===== src/common/pps_pkg.sv =====
/*
  Shared constants and types of the panel power status and write guard block:
  register offsets, field positions, reset values and the bus request carrier.
  Assumes a single synchronous register port with 32-bit data and byte addresses.
*/
`default_nettype none
package pps_pkg;
  // Register byte addresses
  localparam logic [19:0] PPS_ROUTE_OFF = 20'hC7000;  // Transcoder PLL routing
  localparam logic [19:0] PPS_STAT_OFF = 20'hC7200;   // Panel power status, read only
  localparam logic [19:0] PPS_CTRL_OFF = 20'hC7204;   // Panel power control
  localparam logic [19:0] PPS_IRQ_OFF = 20'hC7210;    // Event flags, write one to clear
  localparam logic [19:0] PPS_MASK_OFF = 20'hC7214;   // Event mask, one lets it through

  // Reset values
  localparam logic [31:0] PPS_ROUTE_RST = 32'h00000000;
  localparam logic [31:0] PPS_CTRL_RST = 32'h00000000;
  localparam logic [31:0] PPS_STAT_RST = 32'h08000000;

  // Status register fields
  localparam int PPS_ST_ON_BIT = 31;      // Panel powered, powering up or powering down
  localparam int PPS_ST_ASSET_BIT = 30;   // PLL and port ready
  localparam int PPS_ST_PROG_LSB = 28;    // Two-bit sequence progress
  localparam int PPS_ST_CYC_BIT = 27;     // Power cycle delay running

  // Progress encodings
  localparam logic [1:0] PPS_PROG_IDLE = 2'h0;
  localparam logic [1:0] PPS_PROG_UP = 2'h1;
  localparam logic [1:0] PPS_PROG_DOWN = 2'h2;

  // Control register fields
  localparam int PPS_CT_KEY_LSB = 16;            // Sixteen-bit protect key
  localparam logic [15:0] PPS_UNLOCK_KEY = 16'hABCD;
  localparam logic [31:0] PPS_CTRL_WMASK = 32'hFFFF000F;  // Key plus four control bits
  localparam int PPS_CT_TARGET_BIT = 0;          // Power state target

  // Routing register: per transcoder select at 4*i, enable at 4*i+3
  localparam int PPS_NUM_XCODER = 3;
  localparam int PPS_RT_SEL_LSB = 0;
  localparam int PPS_RT_EN_LSB = 3;
  localparam int PPS_RT_STRIDE = 4;

  // Panel port select encodings
  localparam logic [1:0] PPS_PORT_DPA = 2'h1;

  // Event flag positions
  localparam int PPS_EV_ON = 0;       // Power up finished
  localparam int PPS_EV_OFF = 1;      // Power down finished
  localparam int PPS_EV_REFUSE = 2;   // Power up refused
  localparam int PPS_NUM_EV = 3;

  // Register port request
  typedef struct packed {
    logic wr;            // Write strobe
    logic rd;            // Read strobe
    logic [19:0] addr;   // Byte address
    logic [31:0] wdata;  // Write data
  } pps_bus_req_t;
endpackage : pps_pkg
`default_nettype wire


===== src/hw/pps_guard.sv =====
/*
  Panel power status and write guard: a compact power sequencer state machine,
  status and control registers, the transcoder PLL routing register with
  per-transcoder protection, an event interrupt, and the protect level that
  other guarded registers use to drop writes.
  Assumes one clock, inputs synchronous to it, and a master that keeps strobes
  one cycle long and never both at once.
*/
`default_nettype none
module pps_guard #(
  parameter int UP_CYCLES = 8,       // Power-up sequence length
  parameter int DOWN_CYCLES = 8,     // Power-down sequence length
  parameter int CYCLE_CYCLES = 16    // Power cycle delay length
) (
  // Clock and reset
  input wire logic clock,
  input wire logic rst,
  // Register port
  input wire pps_pkg::pps_bus_req_t bus_req,
  output logic [31:0] rd_data_q,
  // Panel assets
  input wire logic pll_enabled,           // Panel's display PLL enabled
  input wire logic pll_locked,            // Panel's display PLL locked
  input wire logic [1:0] port_select,     // Panel port: LVDS, DP A, DP C, DP D
  input wire logic port_enabled,          // Selected port enabled
  input wire logic [1:0] panel_xcoder,    // Transcoder feeding the panel, 3 none
  // Panel and system outputs
  output logic panel_vdd_q,               // Panel supply on
  output logic protect_q,                 // Guarded registers drop writes
  output logic [11:0] route_q,            // Transcoder PLL routing bits
  output logic irq_q                      // Level interrupt
);
  // Sequencer states, adjacent codes along power-up and power-down
  typedef enum logic [2:0] {
    PPS_OFF = 3'h0,
    PPS_UP = 3'h1,
    PPS_ON = 3'h3,
    PPS_DOWN = 3'h7,
    PPS_CYCLE = 3'h6
  } pps_state_t;

  // The sequence counter is sixteen bits, so longer or empty phases cannot be served
  if (UP_CYCLES < 1 || DOWN_CYCLES < 1 || CYCLE_CYCLES < 1 ||
      UP_CYCLES > 65535 || DOWN_CYCLES > 65535 || CYCLE_CYCLES > 65535) begin : g_bad_len
    $error("pps_guard: sequence lengths must lie in 1..65535");
  end

  pps_state_t state_q;            // Sequencer state
  logic [15:0] count_q;           // Cycles left in current timed state
  localparam int PPS_NUM_EV_W = pps_pkg::PPS_NUM_EV;
  logic [31:0] ctrl_q;            // Control register
  logic [PPS_NUM_EV_W-1:0] ev_q;  // Sticky event flags
  logic [PPS_NUM_EV_W-1:0] mask_q;  // Event mask

  logic key_ok;        // Unlock key present
  logic panel_on;      // Status on bit
  logic port_ok;       // Selected port usable
  logic asset_ready;   // Status asset bit
  logic start_ok;      // Power-up may begin
  logic wants_on;      // Target is on
  logic [1:0] progress;  // Status progress field
  logic [31:0] status;   // Status word as read
  logic [PPS_NUM_EV_W-1:0] ev_set;  // Events this cycle
  logic wr_route, wr_ctrl, wr_irq, wr_mask;  // Decoded writes

  // Unlock only on exact key; zero and all else keep protection
  assign key_ok = ctrl_q[pps_pkg::PPS_CT_KEY_LSB +: 16] == pps_pkg::PPS_UNLOCK_KEY;
  // Powered, powering up or still powering down reads as on
  assign panel_on = state_q == PPS_UP || state_q == PPS_ON || state_q == PPS_DOWN;
  // Port A counts as ready even when its enable is not reported
  assign port_ok = port_enabled || port_select == pps_pkg::PPS_PORT_DPA;
  assign asset_ready = pll_enabled && pll_locked && port_ok;
  // The key lets software force power-up past missing assets
  assign start_ok = asset_ready || key_ok;
  assign wants_on = ctrl_q[pps_pkg::PPS_CT_TARGET_BIT];

  // Progress field from state; the fourth code never appears
  always_comb begin
    case (state_q)
      PPS_UP: progress = pps_pkg::PPS_PROG_UP;
      PPS_DOWN: progress = pps_pkg::PPS_PROG_DOWN;
      default: progress = pps_pkg::PPS_PROG_IDLE;
    endcase
  end

  // Status word, reserved bits zero
  always_comb begin
    status = 32'h00000000;
    status[pps_pkg::PPS_ST_ON_BIT] = panel_on;
    status[pps_pkg::PPS_ST_ASSET_BIT] = asset_ready;
    status[pps_pkg::PPS_ST_PROG_LSB +: 2] = progress;
    status[pps_pkg::PPS_ST_CYC_BIT] = state_q == PPS_CYCLE;
  end

  // Write decode; a write to status matches nothing and is dropped
  assign wr_route = bus_req.wr && bus_req.addr == pps_pkg::PPS_ROUTE_OFF;
  assign wr_ctrl = bus_req.wr && bus_req.addr == pps_pkg::PPS_CTRL_OFF;
  assign wr_irq = bus_req.wr && bus_req.addr == pps_pkg::PPS_IRQ_OFF;
  assign wr_mask = bus_req.wr && bus_req.addr == pps_pkg::PPS_MASK_OFF;

  // Sequencer; reset lands in the cycle delay with default timing
  always_ff @(posedge clock or posedge rst) begin
    if (rst) begin
      state_q <= PPS_CYCLE;
      count_q <= 16'(CYCLE_CYCLES - 1);
    end else begin
      case (state_q)
        PPS_OFF: begin
          // Off: start only when the preconditions hold
          if (wants_on && start_ok) begin
            state_q <= PPS_UP;
            count_q <= 16'(UP_CYCLES - 1);
          end
        end
        PPS_UP: begin
          // Power-up runs to the end even if the target drops
          if (count_q == 16'h0000) begin
            state_q <= PPS_ON;
          end else begin
            count_q <= count_q - 16'h0001;
          end
        end
        PPS_ON: begin
          if (!wants_on) begin
            state_q <= PPS_DOWN;
            count_q <= 16'(DOWN_CYCLES - 1);
          end
        end
        PPS_DOWN: begin
          // Every finished power-down is followed by a cycle delay
          if (count_q == 16'h0000) begin
            state_q <= PPS_CYCLE;
            count_q <= 16'(CYCLE_CYCLES - 1);
          end else begin
            count_q <= count_q - 16'h0001;
          end
        end
        PPS_CYCLE: begin
          if (count_q == 16'h0000) begin
            state_q <= PPS_OFF;
          end else begin
            count_q <= count_q - 16'h0001;
          end
        end
        default: begin
          state_q <= PPS_CYCLE;
          count_q <= 16'(CYCLE_CYCLES - 1);
        end
      endcase
    end
  end

  // Control register; never protected so the key can always be written
  always_ff @(posedge clock or posedge rst) begin
    if (rst) begin
      ctrl_q <= pps_pkg::PPS_CTRL_RST;
    end else if (wr_ctrl) begin
      ctrl_q <= bus_req.wdata & pps_pkg::PPS_CTRL_WMASK;
    end
  end

  // Routing register, one field group per transcoder
  logic [11:0] route_live;  // Bits that hold a select or an enable
  logic [11:0] route_hold;  // Bits that a write must leave alone this cycle
  genvar gi;
  generate
    for (gi = 0; gi < pps_pkg::PPS_NUM_XCODER; gi++) begin : g_route
      localparam int SB = gi * pps_pkg::PPS_RT_STRIDE + pps_pkg::PPS_RT_SEL_LSB;
      localparam int EB = gi * pps_pkg::PPS_RT_STRIDE + pps_pkg::PPS_RT_EN_LSB;
      logic guard;  // This transcoder's bits are locked
      // Locked only while the panel hangs on this transcoder
      assign guard = panel_on && !key_ok && panel_xcoder == 2'(gi);
      // Select and enable are stored; the two bits between them stay zero
      assign route_live[SB] = 1'b1;
      assign route_live[EB] = 1'b1;
      assign route_live[EB-1:SB+1] = 2'h0;
      assign route_hold[SB] = guard;
      assign route_hold[EB] = guard;
      assign route_hold[EB-1:SB+1] = 2'h0;
    end
  endgenerate

  // One word of flip-flops, so reserved bits also leave a register as zero
  always_ff @(posedge clock or posedge rst) begin
    if (rst) begin
      route_q <= pps_pkg::PPS_ROUTE_RST[11:0];
    end else if (wr_route) begin
      route_q <= (bus_req.wdata[11:0] & route_live & ~route_hold) | (route_q & route_hold);
    end
  end

  // Protect level for the guarded timing, port, delay and divisor registers
  always_ff @(posedge clock or posedge rst) begin
    if (rst) begin
      protect_q <= 1'b0;
    end else begin
      // An unused port other than DP A never leaves off without the key, so this stays low until a control write drops the key
      protect_q <= panel_on && !key_ok;
    end
  end

  // Panel supply follows the powered states
  always_ff @(posedge clock or posedge rst) begin
    if (rst) begin
      panel_vdd_q <= 1'b0;
    end else begin
      panel_vdd_q <= panel_on;
    end
  end

  // Events: power-up done, power-down done, power-up refused
  always_comb begin
    ev_set = '0;
    ev_set[pps_pkg::PPS_EV_ON] = state_q == PPS_UP && count_q == 16'h0000;
    ev_set[pps_pkg::PPS_EV_OFF] = state_q == PPS_DOWN && count_q == 16'h0000;
    ev_set[pps_pkg::PPS_EV_REFUSE] = state_q == PPS_OFF && wants_on && !start_ok;
  end

  // Sticky flags; an event in the clearing cycle survives
  always_ff @(posedge clock or posedge rst) begin
    if (rst) begin
      ev_q <= '0;
    end else if (wr_irq) begin
      ev_q <= (ev_q & ~bus_req.wdata[PPS_NUM_EV_W-1:0]) | ev_set;
    end else begin
      ev_q <= ev_q | ev_set;
    end
  end

  // Mask register
  always_ff @(posedge clock or posedge rst) begin
    if (rst) begin
      mask_q <= '0;
    end else if (wr_mask) begin
      mask_q <= bus_req.wdata[PPS_NUM_EV_W-1:0];
    end
  end

  // Interrupt lags the flags by one cycle so it leaves a flip-flop
  always_ff @(posedge clock or posedge rst) begin
    if (rst) begin
      irq_q <= 1'b0;
    end else begin
      irq_q <= |(ev_q & mask_q);
    end
  end

  // Read data in the cycle after the strobe only; unmapped reads zero
  always_ff @(posedge clock or posedge rst) begin
    if (rst) begin
      rd_data_q <= 32'h00000000;
    end else if (bus_req.rd) begin
      case (bus_req.addr)
        pps_pkg::PPS_ROUTE_OFF: rd_data_q <= {20'h00000, route_q};
        pps_pkg::PPS_STAT_OFF: rd_data_q <= status;
        pps_pkg::PPS_CTRL_OFF: rd_data_q <= ctrl_q;
        pps_pkg::PPS_IRQ_OFF: rd_data_q <= {{(32 - PPS_NUM_EV_W){1'b0}}, ev_q};
        pps_pkg::PPS_MASK_OFF: rd_data_q <= {{(32 - PPS_NUM_EV_W){1'b0}}, mask_q};
        default: rd_data_q <= 32'h00000000;
      endcase
    end else begin
      rd_data_q <= 32'h00000000;
    end
  end
endmodule : pps_guard
`default_nettype wire

===== config.mk =====
export PLATFORM = sky130hd
export DESIGN_NAME = pps_guard
export DESIGN_NICKNAME = d
export VERILOG_FILES = /design/src/common/pps_pkg.sv /design/src/hw/pps_guard.sv
export SDC_FILE = /design/constraint.sdc
export NUM_CORES = 1
export LEC_CHECK = 0
export BUFFER_PORTS_ARGS = -buffer_cell sky130_fd_sc_hd__buf_2
export CAP_MARGIN = 5
export CORE_MARGIN = 1.5
export CORE_UTILIZATION = 52
export DETAILED_ROUTE_END_ITERATION = 10
export PLACE_DENSITY = 0.82
export SLEW_MARGIN = 20
export SYNTH_ARGS = -nofsm -noshare
export SYNTH_HDL_FRONTEND = slang
export SYNTH_SLANG_ARGS = --single-unit

===== constraint.sdc =====
create_clock -name clock -period 2.5 [get_ports clock]
set_input_delay 0.125 -clock clock [delete_from_list [all_inputs] [get_ports clock]]
set_output_delay 0.125 -clock clock [all_outputs]
set_load 0.02 [all_outputs]

==> results.sh <==
export IMPL_seqPwrFrac_pct=55.2
export IMPL_firstDrtPassIters=5
export IMPL_grt_overflow=0
export IMPL_rsz0062_at_grt="false"
export IMPL_relSlewSlack_pct=51.6
export IMPL_cts_sinks=78
export IMPL_max_cap_violations=0
export IMPL_synth_edf_count=0
export IMPL_clockRootBuffer="clkbuf_8"
export IMPL_arrival_ps=2420
export IMPL_endpoint_kind="register"
export IMPL_cts_buffers=9
export IMPL_total_power_w=0.00229
export IMPL_setup_viol=0
export IMPL_cp_required_ps=2740
export IMPL_die_w_um=87.2
export IMPL_synth_top_flop_cell="dfrtp_1"
export IMPL_fill_cells=508
export IMPL_gp_congestion=0.871
export IMPL_synth_cells=348
export IMPL_violations="hold timing"
export IMPL_die_h_um=87.2
export IMPL_met3_usage_pct=6.92
export IMPL_p_comb_share_pct=6.2
export IMPL_final_core_util_pct=67.3
export IMPL_p_per_area_mw_per_mm2=497
export IMPL_insertion_delay_ps=360
export IMPL_leakage_nw=2.25
export IMPL_slew_viol_final=0
export IMPL_multi_input_area_mm2=0.00159
export IMPL_fp_coreArea_mm2=0.00683
export IMPL_internal_power_w=0.00169
export IMPL_ys_ff_latch=78
export IMPL_final_hold_violation_count=1
export IMPL_layout_nets=527
export IMPL_antenna_left=0
export IMPL_grt_pass1_wl_mm=14.4
export IMPL_final_common_cell="buf_2"
export IMPL_p_sw_w=0.000593
export IMPL_final_cell_mix="87 x buf_2, 72 x dfrtp_1, 31 x mux2_2"
export IMPL_cts_htree_levels=3
export IMPL_clock_skew_final_ps=19.2
export IMPL_grt_use_total_pct=25.2
export IMPL_seq_area_frac_synth_pct=53.1
export IMPL_met2_usage_pct=41.6
export IMPL_yosysWarnings=0
export IMPL_min_path_cells=2
export IMPL_clk_pin_slew_ps=90
export IMPL_timing_final_crit_share_pct=86.8
export IMPL_worst_pin_slew_ps=720
export IMPL_hold_class="primary input to register"
export IMPL_grt_most_used_layer="met2"
export IMPL_regArea_mm2=0.00196
export IMPL_drcViolationCount=0
export IMPL_r2r_cells=8
export IMPL_synthArstFlopShare_pct=100
export IMPL_cts_max_path_buffers=2
export IMPL_netSwitchingFraction_pct=25.9
export IMPL_antennaDiodeCount=0
export IMPL_start_kind="register"
export IMPL_ioPinCount=110
export IMPL_synth_area_mm2=0.00369
export IMPL_via_count=3041
export IMPL_grt_pass1_vias=3045
export IMPL_grt_util_met1_pct=30.7
export IMPL_crit_type="register to register"
export IMPL_timing_setup_tns_ps=0
export IMPL_rows=30
export IMPL_via_per_inst=5.40
export IMPL_fmax_mhz=461
export IMPL_cts_tree="done"
export IMPL_hold_ws_ps=-2.12
export IMPL_antenna_found_initial=0
export IMPL_synthToLayoutAreaGrowth_pct=24.6
export IMPL_synth_avg_cell_area_um2=10.6
export IMPL_dp_hpwl_mm=5.76
export IMPL_portBuffers=87
export IMPL_status="finished, violations left"
export IMPL_initialDrtViolationCount=135
export IMPL_synth_cell_type_count=58
export IMPL_drive_gt1_share_pct=34.5
export IMPL_worstPathMaxFanout=10
export IMPL_period_needed_ps=2170
export IMPL_initial_core_util_pct=54.0
export IMPL_grt_max_degree=37
export IMPL_wl_mm=8.84
export IMPL_wl_per_cell_um=15.7
export IMPL_clkPwrFrac_pct=38.7
export IMPL_ir_drop_v=0.000415
export IMPL_dieArea_mm2=0.00761
[synthesized netlist by cell type, types with 5 or more instances]
cell type / count / area share, %
inv_1: 10 / 1.0
o21ai_0: 12 / 1.6
a31oi_1: 6 / 1.0
buf_4: 14 / 2.8
nor3_1: 8 / 1.1
nand2_1: 26 / 2.6
nor4_1: 6 / 1.0
and2_1: 18 / 3.1
nor2_1: 30 / 3.1
dfrtp_1: 72 / 49
a21oi_1: 18 / 2.4
o21ai_1: 9 / 1.2
nand4_1: 5 / 0.85
mux2_2: 31 / 9.5
clkbuf_1: 10 / 1.0
nand3_1: 6 / 0.81
dfstp_2: 6 / 4.3
[path summary, 6_finish.rpt]
path | startpoint | end | slack [ps]
max | count_q[11]$_DFFE_PP0P_ | count_q[10]$_DFFE_PP0P_ | 330
min | bus_req[28] | ctrl_q[28]$_DFFE_PP0P_ | -2
max reg2reg | count_q[11]$_DFFE_PP0P_ | count_q[10]$_DFFE_PP0P_ | 330
min reg2reg | count_q[15]$_DFFE_PP0P_ | count_q[15]$_DFFE_PP0P_ | 480
max in group asynchronous | rst | state_q[1]$_DFFE_PP1P_ | 1410
min in group asynchronous | rst | count_q[4]$_DFFE_PP0P_ | 400
[routing by layer]
| metal | up-vias | routed length, um | share of wire (%) |
|---|---|---|---|
| li1 | 1437 | - | - |
| met1 | 1475 | 3590 | 41 |
| met2 | 106 | 4470 | 51 |
| met3 | 23 | 589 | 6.7 |
| met4 | 0 | 189 | 2.1 |
| met5 | - | 0 | 0 |
[cell type report]
class	count	area share (%)
Multi-Input combinational cell	247	34.5
Inverter	10	0.817
Tap cell	96	2.61
Timing Repair Buffer	116	15.5
Clock buffer	9	2.70
Sequential cell	78	42.6
Clock inverter	7	1.23
[power groups by stage]
| stage | sequential [W] | clock (W) | combinational [W] |
|---|---|---|---|
| global route | 0.00126 | 0.000964 | 0.000157 |
| CTS | 0.00126 | 0.000887 | 0.000139 |
| global placement | 0.00129 | 0 | 0.000114 |
| detailed placement | 0.00129 | 0 | 0.000117 |
| floorplan | 0.00129 | 0 | 0.0000742 |
| finish | 0.00126 | 0.000884 | 0.000141 |
[logic make-up (layout without fill, tap and decap cells)]
logic type / Yosys count / after routing / synth area share [%]
AO/OA/AOI/OAI: 68 / 68 / 11.2
adder cells (fa/ha/maj): 2 / 2 / 0.678
other: 1 / 14 / 0.102
multiplexers: 32 / 32 / 9.74
AND/OR/NAND/NOR: 131 / 131 / 20.0
flip-flops: 78 / 78 / 53.1
buffers and inverters: 36 / 142 / 5.16
[critical path, cell delays in order, from the launching register on]
cell and delay, ps:
dfrtp_1 440, nor4_1 290, buf_4 170, nand4_1 200
buf_4 250, a21boi_1 310, nor2_1 90, o31ai_1 200
o21ai_0 120
[timing repair]
action	CTS	global route
hold endpoints to repair	42	0
buffers inserted	0	0
hold buffers	18	0
resized for setup	0	0
[per-stage QoR]
stage	instances	worst slack, ps	cell area, um^2
after floorplan	361	390	3740
after global placement	529	396	4240
after detailed placement	529	359	4240
after CTS	563	332	4600
after global routing	563	140	4600
final	563	329	4600
[state kept, by name, summed over array words and instances (netlist names), named ones only]
| signal | cells |
|---|---|
| panel_vdd_q | 1 |
| ev_q | 3 |
| ctrl_q | 20 |
| count_q | 16 |
| state_q | 3 |
| protect_q | 1 |
| rd_data_q | 24 |
| mask_q | 3 |
| irq_q | 1 |
Power figures use the tool's default switching activity.
